--- src/logic/soft_power_consts.svh ---
// constants for the soft power status and wake block
`ifndef SOFT_POWER_CONSTS_SVH
`define SOFT_POWER_CONSTS_SVH
`define POWER_STATUS_LOW_OFFSET 8'h78
`define POWER_STATUS_HIGH_OFFSET 8'h79
`define POWER_STATUS_RESET 8'h00
`define BUTTON_PRESS_BIT 0
`define ALARM_BIT 2
`define BUTTON_OVERRIDE_BIT 3
`define WAKE_BIT 7
`define CLOCK_PERIOD_NS 50
`define OVERRIDE_HOLD_S 4
`define OVERRIDE_HOLD_CYCLES (`OVERRIDE_HOLD_S * (1000000000 / `CLOCK_PERIOD_NS))
`define DEBOUNCE_CYCLES 16
`endif

--- src/logic/soft_power_pkg.sv ---
// types for the soft power status and wake block
package soft_power_pkg;
  typedef struct packed {
    logic wr_en;
    logic rd_en;
    logic [7:0] addr;
    logic [7:0] wdata;
  } reg_req_type;

  typedef enum logic [1:0] {
    supply_off = 2'b00,
    supply_on = 2'b01
  } supply_state_type;

  typedef struct packed {
    logic sync1;
    logic sync2;
    logic button;
    logic [4:0] filt_cnt;
    logic [31:0] hold_cnt;
    logic held_done;
    logic button_press_flag;
    logic alarm_flag;
    logic button_override_flag;
    logic wake_flag;
    logic standby_prev;
    supply_state_type supply;
    logic wake_event_out_n;
    logic supply_on_out_n;
    logic supply_on_oe_n;
    logic [7:0] rdata;
  } state_type;
endpackage

--- src/logic/soft_power_wake_status.sv ---
// soft power status flags, button override and wake control
//
// Functional notes
// - button press sets button press flag
// - wake event low while enable and flag
// - button wakes from soft-off regardless of enable
// - button flag cleared by write one
// - hold over four seconds: override, clear press
// - alarm sets alarm flag bit two
// - enabled alarm flag asserts wake event
// - enabled alarm wakes supply when off
// - remembered alarm sets flag without standby
// - standby return with alarm flag wakes when remember is enabled
// - alarm flag cleared by write one
// - override blocks alarm wakeup
// - low status register reads zero
// - high status resets zero; bit seven wake
// - override flag bit three, write one clears
// - under override only button wakes
`timescale 1ns/100ps
`default_nettype none
`include "soft_power_consts.svh"
module soft_power_wake_status #(
  parameter logic [31:0] HOLD_CYCLES = `OVERRIDE_HOLD_CYCLES
) (
  input wire logic mclk,
  input wire logic srst,
  input wire logic standby_por,
  input wire soft_power_pkg::reg_req_type reg_req,
  output logic [7:0] reg_rdata,
  input wire logic power_button_in_n,
  input wire logic rtc_alarm,
  input wire logic standby_present,
  input wire logic button_event_enable,
  input wire logic alarm_event_enable,
  input wire logic alarm_remember_enable,
  input wire logic sleep_request,
  input wire logic wake_control,
  output logic wake_event_out_n,
  output logic supply_on_out_n,
  output logic supply_on_oe_n
);
  import soft_power_pkg::*;

  // state register and next state, then combinational decode and event strobes
  state_type s_q;
  state_type s_d;
  logic wr_high;
  logic rd_high;
  logic [7:0] clear_mask;
  logic [7:0] status_high;
  logic standby_return;
  logic alarm_seen;
  logic alarm_rise;
  logic alarm_replay;
  logic alarm_wake;
  logic button_edge;
  logic hold_expired;

  always_comb begin
    s_d = s_q;
    // register decode: only the high status register holds flags
    wr_high = reg_req.wr_en && (reg_req.addr == `POWER_STATUS_HIGH_OFFSET);
    rd_high = reg_req.rd_en && (reg_req.addr == `POWER_STATUS_HIGH_OFFSET);
    clear_mask = 8'h00;
    if (wr_high) begin
      clear_mask = reg_req.wdata;
    end

    // standby level edge, used to replay a remembered alarm
    standby_return = standby_present && !s_q.standby_prev;
    s_d.standby_prev = standby_present;

    // two stage sync, then a stable count before the filtered level moves
    // a glitch shorter than the count resets it and never reaches the flags
    s_d.sync1 = !power_button_in_n;
    s_d.sync2 = s_q.sync1;
    if (s_q.sync2 == s_q.button) begin
      s_d.filt_cnt = 5'h00;
    end else if (s_q.filt_cnt == 5'(`DEBOUNCE_CYCLES - 1)) begin
      s_d.button = s_q.sync2;
      s_d.filt_cnt = 5'h00;
    end else begin
      s_d.filt_cnt = s_q.filt_cnt + 5'h01;
    end
    button_edge = s_d.button && !s_q.button;

    // write one clears; the hardware sets further down win in the same cycle
    if (clear_mask[`BUTTON_PRESS_BIT]) begin
      s_d.button_press_flag = 1'b0;
    end
    if (clear_mask[`ALARM_BIT]) begin
      s_d.alarm_flag = 1'b0;
    end
    if (clear_mask[`BUTTON_OVERRIDE_BIT]) begin
      s_d.button_override_flag = 1'b0;
    end
    if (clear_mask[`WAKE_BIT]) begin
      s_d.wake_flag = 1'b0;
    end

    // press flag is set while the filtered level is high, until an override ends the press
    if (s_q.button && !s_q.held_done) begin
      s_d.button_press_flag = 1'b1;
    end

    // hold timer; one override per press, held_done stays set until released
    // the counter stops at the limit, so a very long press cannot wrap it
    hold_expired = s_q.button && !s_q.held_done && (s_q.hold_cnt >= HOLD_CYCLES);
    if (!s_q.button) begin
      s_d.hold_cnt = 32'h0;
      s_d.held_done = 1'b0;
    end else if (hold_expired) begin
      s_d.held_done = 1'b1;
    end else if (!s_q.held_done) begin
      s_d.hold_cnt = s_q.hold_cnt + 32'h1;
    end
    if (hold_expired) begin
      s_d.button_press_flag = 1'b0;
      s_d.button_override_flag = 1'b1;
    end

    // an alarm without standby is only kept when remember is enabled
    alarm_seen = rtc_alarm && (standby_present || alarm_remember_enable);
    if (alarm_seen) begin
      s_d.alarm_flag = 1'b1;
    end
    alarm_rise = s_d.alarm_flag && !s_q.alarm_flag;

    // a remembered alarm is replayed once, when standby power comes back
    alarm_replay = standby_return && s_q.alarm_flag && alarm_remember_enable;

    // an override blocks every wake source except the button itself
    alarm_wake = 1'b0;
    if (!s_q.button_override_flag) begin
      if (alarm_event_enable && alarm_rise) begin
        alarm_wake = 1'b1;
      end
      if (alarm_replay) begin
        alarm_wake = 1'b1;
      end
    end

    // supply state; an alarm wake from off needs standby power behind it
    unique case (s_q.supply)
      supply_off: begin
        if (button_edge) begin
          s_d.supply = supply_on;
          s_d.wake_flag = s_d.wake_flag || wake_control;
        end else if (alarm_wake && standby_present) begin
          s_d.supply = supply_on;
          s_d.wake_flag = s_d.wake_flag || wake_control;
        end
      end
      supply_on: begin
        if (sleep_request && !button_edge) begin
          s_d.supply = supply_off;
        end
      end
      // codes beyond the two states fall back to soft-off
      default: begin
        s_d.supply = supply_off;
      end
    endcase
    // the override wins over any other supply request
    if (hold_expired) begin
      s_d.supply = supply_off;
    end

    // wake event is a level: it stays low while an enabled press flag, or an enabled alarm flag without override, is up
    s_d.wake_event_out_n = 1'b1;
    if (button_event_enable && s_d.button_press_flag) begin
      s_d.wake_event_out_n = 1'b0;
    end
    if (alarm_event_enable && s_d.alarm_flag && !s_d.button_override_flag) begin
      s_d.wake_event_out_n = 1'b0;
    end

    // supply-on only ever pulls low; floating it is what turns power off
    s_d.supply_on_out_n = 1'b0;
    s_d.supply_on_oe_n = (s_d.supply != supply_on);

    // flag image of the high status register; holes stay zero
    status_high = 8'h00;
    status_high[`BUTTON_PRESS_BIT] = s_q.button_press_flag;
    status_high[`ALARM_BIT] = s_q.alarm_flag;
    status_high[`BUTTON_OVERRIDE_BIT] = s_q.button_override_flag;
    status_high[`WAKE_BIT] = s_q.wake_flag;

    // read data stands one cycle; the low register and holes read zero
    s_d.rdata = 8'h00;
    if (rd_high) begin
      s_d.rdata = status_high;
    end

    // the standby power-on reset only touches the wake bit
    if (standby_por) begin
      s_d.wake_flag = 1'b0;
    end
  end

  // one register for the whole state; reset leaves the supply floating
  always_ff @(posedge mclk) begin
    if (srst) begin
      s_q <= '0;
      s_q.wake_event_out_n <= 1'b1;
      s_q.supply_on_oe_n <= 1'b1;
    end else begin
      s_q <= s_d;
    end
  end

  // outputs come straight from the state register
  assign reg_rdata = s_q.rdata;
  assign wake_event_out_n = s_q.wake_event_out_n;
  assign supply_on_out_n = s_q.supply_on_out_n;
  assign supply_on_oe_n = s_q.supply_on_oe_n;
endmodule
`default_nettype wire

--- config.mk ---
export PLATFORM = sky130hd
export DESIGN_NAME = soft_power_wake_status
export DESIGN_NICKNAME = d
export VERILOG_FILES = /design/src/logic/soft_power_pkg.sv /design/src/logic/soft_power_wake_status.sv
export VERILOG_INCLUDE_DIRS = /design/src /design/src/logic
export SDC_FILE = /design/constraint.sdc
export NUM_CORES = 1
export LEC_CHECK = 0
export BUFFER_PORTS_ARGS = -buffer_cell sky130_fd_sc_hd__buf_2
export CAP_MARGIN = 20
export CORE_UTILIZATION = 40
export CTS_CLUSTER_DIAMETER = 150
export DETAILED_ROUTE_END_ITERATION = 8
export GPL_ROUTABILITY_DRIVEN = 0
export SLEW_MARGIN = 20
export SYNTH_ARGS = -nofsm -noshare
export SYNTH_HDL_FRONTEND = slang
export SYNTH_SLANG_ARGS = --single-unit
--- constraint.sdc ---
create_clock -name mclk -period 2.6 [get_ports mclk]
set_input_delay 0.26 -clock mclk [delete_from_list [all_inputs] [get_ports mclk]]
set_output_delay 0.26 -clock mclk [all_outputs]
set_load 0.005 [all_outputs]
Word-level counts from Yosys, hierarchy flattened
Cells that the tools add are included.
{"block": "totals", "mem_bits_rw": 0, "reg_bits": 59, "latchBits": 0, "wordCells": 84, "mem_count": 0, "in_bits": 29, "output_inout_bits": 11, "mem_bits_ro": 0}
{"block": "classes", "order_cmp": 1, "eq_ne": 5, "n_mux": 24, "multipliers": 0, "n_bitwise": 4, "n_shift": 0, "div": 0, "n_addsub": 2, "n_reduce_logical": 31}
{"operator": "32-bit by 1-bit adder with 32-bit output (second input constant)", "count": 1}
{"operator": "32-bit by 27-bit >= comparator with 1-bit output (second input constant)", "count": 1}
{"operator": "1-bit 2-to-1 mux", "count": 18}
{"operator": "1-bit logical AND", "count": 16}
{"operator": "8-bit by 7-bit == test with 1-bit output (second input constant)", "count": 1}
{"operator": "2-bit 2-to-1 mux", "count": 4}
{"operator": "8-bit 2-to-1 mux", "count": 1}
{"operator": "1-bit zero test", "count": 7}
{"operator": "2-bit OR reduction", "count": 3}
{"operator": "5-bit by 1-bit adder with 5-bit output (second input constant)", "count": 1}
{"operator": "5-bit by 4-bit == test with 1-bit output (second input constant)", "count": 1}
{"operator": "1-bit inverter", "count": 4}
{"operator": "2-bit one-hot mux with 2 select lines", "count": 1}
{"operator": "3-bit OR reduction", "count": 1}
{"operator": "2-bit by 1-bit == test with 1-bit output (second input constant)", "count": 1}
{"operator": "2-bit zero test", "count": 1}
{"operator": "1-bit logical OR", "count": 2}
{"operator": "2-bit by 1-bit != test with 1-bit output (second input constant)", "count": 1}
{"operator": "2-bit AND reduction", "count": 1}
{"operator": "1-bit == test", "count": 1}

Depth between registers and ports, before layout
Gate-level depths: netlist of the first run.
{"block": "depth", "depth_word": 16, "depth_mapped": 7, "ltp_nobuf": 7}

Least setup slack after synthesis of the first run
No wires, ideal clock.
{"block": "synth_timing", "kind": "register to register", "from": "register s_q[47] in the netlist's numbering", "to": "register s_q[35] in the netlist's numbering", "stages_incl_launch_ff": 7, "path_buffers": 1, "setup_slack_ps": 485, "arrival_ps": 2045, "required_ps": 2530, "cell_sequence": "dfxtp_1 > or3_4 > o31a_1 > buf_6 > or4_1 > or3_1 > a21oi_1"}
{"block": "synth_between", "elab_chain_len": 4}
{"item": "start: declaration", "line": "soft_power_wake_status.sv:46", "source": "state_type s_q;"}
{"item": "32-bit by 27-bit >= comparator with 1-bit output", "line": "soft_power_wake_status.sv:109", "source": "hold_expired = s_q.button && !s_q.held_done && (s_q.hold_cnt >= HOLD_CYCLES);"}
{"item": "1-bit logical AND", "line": "soft_power_wake_status.sv:109"}
{"item": "1-bit inverter (no line)"}
{"item": "2-bit AND reduction (no line)"}
Every way passes these cells.
A chain may end at the register's enable or synchronous reset.

Final worst setup path of the first run
{"block": "layout_timing", "from": "register s_q[21] in the netlist's numbering", "to": "register s_q[35] in the netlist's numbering"}
{"block": "layout_between", "elab_chain_len": 4}
{"item": "32-bit by 27-bit >= comparator with 1-bit output", "line": "soft_power_wake_status.sv:109"}
{"item": "1-bit logical AND", "line": "soft_power_wake_status.sv:109"}
{"item": "1-bit inverter (no line)"}
{"item": "2-bit AND reduction (no line)"}
Several ways; a longest one is shown, not always the timed one.

==> results of run 1 <==
[area by class of cell]
class	count	area share
multi-input combinational	227	0.488
sequential	54	0.367
timing repair buffer	36	0.0663
tap	77	0.0327
inverter	11	0.0140
clock inverter	3	0.00850
clock buffer	5	0.0234
[synth_stat cells, types with 8 or more instances]
master,instances,area (um^2)
dfxtp_1,54,1080
nand4_1,8,50.1
o21ai_0,8,40.0
and2_1,9,56.3
nand2b_1,12,75.1
or4_1,16,120
nand3_1,11,55.1
nand2_1,30,113
or3_1,10,62.6
a21oi_1,17,85.1
clkbuf_1,9,33.8
nor2_1,17,63.8
inv_1,11,41.3
buf_4,9,67.6
o31ai_1,8,60.1
[report_power, final]
part           switching [uW]  leakage, uW  total (uW)  internal [uW]
sequential               3.38     0.000437         837            833
clock                     307    0.0000447         502            195
combinational            18.6     0.000557        41.0           22.4
[worst max-delay path by stage]
| stage | from | to | depth (start not counted) |
|---|---|---|---|
| final | s_q[21]$_SDFFE_PP0P_ | s_q[35]$_SDFFE_PP0P_ | 5 |
| after global routing | s_q[43]$_SDFFE_PP0P_ | s_q[39]$_SDFFE_PP0P_ | 6 |
| after CTS | s_q[21]$_SDFFE_PP0P_ | s_q[35]$_SDFFE_PP0P_ | 5 |
| after detailed placement | s_q[21]$_SDFFE_PP0P_ | s_q[35]$_SDFFE_PP0P_ | 5 |
| after global placement | s_q[21]$_SDFFE_PP0P_ | s_q[35]$_SDFFE_PP0P_ | 5 |
| after floorplan | s_q[47]$_SDFFE_PP0P_ | s_q[35]$_SDFFE_PP0P_ | 6 |
[registers in the layout, indices dropped and copies added, names as in the netlist]
name and cells:
reg_rdata 4, supply_on_oe_n 1, wake_event_out_n 1, s_q 47, s_d 1
[stage by stage]
step	cell area, um^2	cells	power [uW]	setup slack (ns)	util
after global placement	2850	405	896	0.371	0.447
after detailed placement	2850	405	896	0.343	0.447
after global routing	2950	413	1430	0.154	0.461
final	2950	413	1380	0.315	0.461
after floorplan	2680	313	879	0.485	-
after CTS	2950	413	1400	0.306	0.461
[worst max-delay path, cell delays in order, from the launching register on]
cell,delay (ns)
dfxtp_1,0.42
nand4_1,0.23
or4_1,0.67
or4_1,0.45
or3_1,0.32
a21oi_1,0.14
[cells by family after synthesis]
family | count (synthesis) | share of synthesized area
adders and majority gates | 4 | 0.0188
xor gates and xnor gates | 3 | 0.00987
muxes | 5 | 0.0193
other | 1 | 0.00141
and+or+nand+nor | 147 | 0.320
buffers and inverters | 32 | 0.0615
DFF | 54 | 0.406
AOI/OAI and AO/OA | 62 | 0.163
[routing by layer]
layer / vias to the layer above / share of wire / wire (um) / global-route usage
met3: 6 / 0.026 / 149 / 0.0307
li1: 1174 / - / - / -
met4: 0 / 0.015 / 85 / 0.0647
met5: - / 0 / 0 / 0
met1: 1103 / 0.50 / 2820 / 0.234
met2: 26 / 0.46 / 2600 / 0.271
==> flow_metrics.tcl, run 1 <==
set metrics [dict create \
    status "finished, final reports clean" \
    h-tree-depth 2 \
    fillCellCount 658 \
    grt_overflow 0 \
    ant_nets 0 \
    layout_common_cells "dfxtp_1 (54), nand2_1 (30), buf_2 (30)" \
    fp.dieW_um 83.6 \
    tightest_slew_ns 0.615 \
    die_h_um 83.6 \
    cp-end-kind "flip-flop" \
    hold_viol 0 \
    clk_pin_slew_ns 0.10 \
    grt_max_degree 31 \
    io_pins 40 \
    worst-path-max-fanout 6 \
    route.detailed.drc 0 \
    post_cts_buffers 0 \
    hold_start "power_button_in_n" \
    drive_gt1_frac 0.170 \
    r2r_cells 5 \
    grt_pass1_wl_mm 9.79 \
    fin_tns_setup_ns 0 \
    dr.first_iter.drc_count 73 \
    avgRoutedWirePerCell_um 13.7 \
    peakVddDrop_v 0.000278 \
    cts_tree "done" \
    r2r_slack_ns 0.31 \
    avgSynthCellArea_um2 8.65 \
    dr_total_vias 2309 \
    die-area_um2 6990 \
    via_per_inst 5.59 \
    initial_utilization 0.417 \
    clkSinkCount 54 \
    seqCellArea_um2 1080 \
    track_usage 0.172 \
    placementRows 29 \
    slew_headroom 0.590 \
    cts_root_buffer "clkbuf_8" \
    clock_path_buffers 2 \
    core_um2 6390 \
    drt-total-wl_mm 5.66 \
    arrival_ns 2.54 \
    timing.hold.ws_ns 0.0858 \
    multi_input_area_um2 1440 \
    synth_cells 308 \
    r2r-start "s_q[21]$_SDFFE_PP0P_" \
    io_buffer_count 30 \
    n_antenna_cell 0 \
    critPathLaunchType "flip-flop" \
    ys_types 57 \
    slew_viol_final 0 \
    antenna_found_initial 0 \
    numCtsBuffers 5 \
    finalClockSkew_ns 0.00881 \
    cts.repair.resized 0 \
    cp.required_ns 2.86 \
    finalSetupViolations 0 \
    rsz0062_at_grt "false" \
    cap_violations 0 \
    period_share 0.879 \
    final_common_cell "dfxtp_1" \
    synth-edff-count 0 \
    dpl.hpwl_mm 3.91 \
    hold_end "s_d[57]$_SDFF_PP0_" \
    ys.flop_type "dfxtp_1" \
    syn-cell-area_um2 2660 \
    hold_depth 2 \
    worst-setup-path-type "flip-flop to flip-flop" \
    insertion_delay_ns 0.32 \
    fin_nets 368 \
    p_leak_uw 0.00104 \
    ys_seq_area_frac 0.406 \
    syn_to_final_growth_pct 10.6 \
    timing.rr.end "s_q[35]$_SDFFE_PP0P_" \
    ys_warn_count 0 \
    power.density_nw_per_um2 468 \
    fin_crit_ns 2.29 \
    hold_class "input pin to flip-flop" \
    grt_pass1_vias 2133 \
    clock.fmax_mhz 438 \
    ys_ff_latch 54 \
    hold_buffers 0 \
    ys_async_sr_fraction 0 \
    drt_first_pass_iters 4 \
]
Note: power is estimated with default switching activity, not from simulation.
==> run 2: changes to the inputs <==
--- a/config.mk
+++ b/config.mk
@@ -6,6 +6,7 @@
 export SDC_FILE = /design/constraint.sdc
 export NUM_CORES = 1
 export LEC_CHECK = 0
+export ABC_AREA = 1
 export BUFFER_PORTS_ARGS = -buffer_cell sky130_fd_sc_hd__buf_2
 export CAP_MARGIN = 20
 export CORE_UTILIZATION = 40
==> run 2 against run 1 <==
  * First-iteration DRC count up 82%
  * Setup slack improved by 0.26 ns
  * Non-clock buffer count shrank 2
  * Clock skew increased by 0.0015 ns
  * Critical path type unchanged
  * Utilization is 0.37 points lower
  * Sequential share of layout area fell by 4.6 points
  * Die area is 16% higher
  * Synthesized cell count increased by 61%
  * Power is 0.79% higher
  * Via count increased by 30%
==> flow_metrics.tcl, run 2 <==
set metrics [dict create \
    clock_path_buffers 2 \
    netlist_top_cells_area "dfxtp_1 (35%), nand2_1 (19%), nor2_1 (8.9%)" \
    fin_crit_ns 2.02 \
    core_um2 7370 \
    peakVddDrop_v 0.000212 \
    post_cts_buffers 0 \
    cts_root_buffer "clkbuf_8" \
    drt-total-wl_mm 7.27 \
    layout_common_cells "nand2_1 (158), nor2_1 (74), dfxtp_1 (54)" \
    ys_warn_count 0 \
    grt_pass1_wl_mm 12.3 \
    hold_viol 0 \
    worst_slack_ns 0.576 \
    dpl_worst_slack_ns 0.617 \
    cp.required_ns 2.85 \
    insertion_delay_ns 0.32 \
    initial_utilization 0.422 \
    grt_pass1_vias 2691 \
    avgSynthCellArea_um2 6.26 \
    arrival_ns 2.27 \
    dr.first_iter.drc_count 133 \
    track_usage 0.185 \
    largest_reg_flops 47 \
    dr_total_vias 2999 \
    seqCellArea_um2 1080 \
    finalClockSkew_ns 0.0103 \
    synth_fa_ha_area_frac 0.0161 \
    io_pins 40 \
    numCtsBuffers 5 \
    ant_nets 0 \
    cp-end-kind "flip-flop" \
    slew_viol_final 0 \
    avgRoutedWirePerCell_um 11.7 \
    cts.repair.resized 0 \
    die_h_um 90.2 \
    final_common_cell "nand2_1" \
    p_clk_frac 0.366 \
    n_antenna_cell 0 \
    regMostFlops "s_q" \
    synth_most_common_cell "nand2_1" \
    route.detailed.drc 0 \
    fin_util 0.458 \
    synth_compound_area_frac 0.0873 \
    synth-edff-count 0 \
    io_buffer_count 30 \
    drive_gt1_frac 0.0864 \
    rsz0062_at_grt "false" \
    syn_to_final_growth_pct 8.45 \
    fp.dieW_um 90.2 \
    synth_cells 497 \
    placementRows 31 \
    clk_pin_slew_ns 0.11 \
    ys_seq_area_frac 0.348 \
    power.density_nw_per_um2 412 \
    fin_nets 553 \
    swShare 0.242 \
    syn-cell-area_um2 3110 \
    status "finished, final reports clean" \
    fillCellCount 801 \
    fin_tns_setup_ns 0 \
    synthXorXnorAreaFrac 0.0423 \
    hold_depth 2 \
    critPathLaunchType "flip-flop" \
    p_leak_uw 0.00127 \
    ys.flop_type "dfxtp_1" \
    yosysTopAreaCellShare 0.348 \
    h-tree-depth 2 \
    synth_top_family_by_area "simple AND/OR/NAND/NOR gates" \
    worst-setup-path-type "flip-flop to flip-flop" \
    hold_class "input pin to flip-flop" \
    synth-simple-area-share 0.395 \
    total_power_uw 1390 \
    seq_power_share 0.601 \
    cts_tree "done" \
    antenna_found_initial 0 \
    synthMuxAreaShare 0 \
    dpl.hpwl_mm 5.35 \
    r2r_cells 13 \
    grt_overflow 0 \
    worst-path-max-fanout 32 \
    via_per_inst 4.84 \
    drt_first_pass_iters 4 \
    cap_violations 0 \
    clkSinkCount 54 \
    ys_async_sr_fraction 0 \
    synth_top_area_cell "dfxtp_1" \
    switchingPower_uw 336 \
    period_share 0.778 \
    ys_types 26 \
    multi_input_area_um2 1700 \
    hold_buffers 0 \
    synth_common_cells "nand2_1 (158), nor2_1 (74), dfxtp_1 (54)" \
    grt_max_degree 34 \
    p_int_uw 1050 \
    power_frac_comb 0.033 \
    die-area_um2 8130 \
    finalSetupViolations 0 \
    ys_ff_latch 54 \
    clock.fmax_mhz 494 \
]
run 2: changes by cell type after synthesis, sizes merged, moves of 11 or more:
| cell | previous run | this run |
|---|---|---|
| a21oi | 17 | 41 |
| inv | 11 | 49 |
| nand2 | 30 | 159 |
| nand2b | 12 | 0 |
| nand3 | 11 | 52 |
| nor2 | 18 | 75 |
| or3 | 11 | 0 |
| or4 | 16 | 0 |
run 2: worst paths after layout:
kind                                              to                  from  slack (ns)
worst max-delay path            s_q[27]$_SDFFE_PP0P_  s_q[29]$_SDFFE_PP0P_        0.58
worst min-delay path              s_d[57]$_SDFF_PP0_     power_button_in_n        0.07
worst max register to register  s_q[27]$_SDFFE_PP0P_  s_q[29]$_SDFFE_PP0P_        0.58
worst min register to register    s_q[57]$_SDFF_PP0_    s_d[57]$_SDFF_PP0_        0.42
run 2: metal layers:
metal / wire length [um] / vias to the layer above / track usage / share of wire
met5: 0 / - / 0 / 0
met4: 74 / 0 / 0.0538 / 0.010
met3: 350 / 6 / 0.0305 / 0.048
met2: 3220 / 63 / 0.300 / 0.44
met1: 3630 / 1334 / 0.253 / 0.50
li1: - / 1596 / - / -
run 2: cell type report:
type	instances	area share
Multi-Input combinational cell	375	0.505
Sequential cell	54	0.321
Inverter	50	0.0557
Timing Repair Buffer	34	0.0534
Tap cell	99	0.0367
Clock buffer	5	0.0204
Clock inverter	3	0.00779
run 2: cell families after synthesis:
group	Yosys count
flip-flops	54
buffers and inverters	73
adder cells (fa/ha/maj)	4
AO/OA/AOI/OAI	52
XOR/XNOR	15
AND/OR/NAND/NOR	298
other	1
run 2: worst max-delay path, stage by stage (launching register included):
cell	delay (ns)
dfxtp_1	0.48
inv_1	0.07
nand2_1	0.06
nand2_1	0.04
nand2_1	0.07
nand2_1	0.05
nand2_1	0.07
nand2_1	0.06
nand2_1	0.07
nand2_2	0.24
nand2_1	0.13
buf_4	0.35
nand2_1	0.10
a21oi_1	0.14
run 2: power groups by stage:
| stage | Clock (uW) | Combinational (uW) | Sequential [uW] |
|---|---|---|---|
| global route | 555 | 53.4 | 837 |
| CTS | 525 | 46.4 | 836 |
| global placement | 0 | 45.3 | 855 |
| detailed placement | 0 | 46.2 | 855 |
| finish | 509 | 45.7 | 836 |
| floorplan | 0 | 27.2 | 854 |
run 2: through the flow:
step           hold slack [ns]  std cells  cell area [um^2]
3_3_place_gp             0.396        612              3280
5_1_grt                 0.0671        620              3370
6_report                0.0744        620              3370
4_1_cts                 0.0701        620              3370
2_1_floorplan            0.332        502              3130
3_5_place_dp             0.404        612              3280
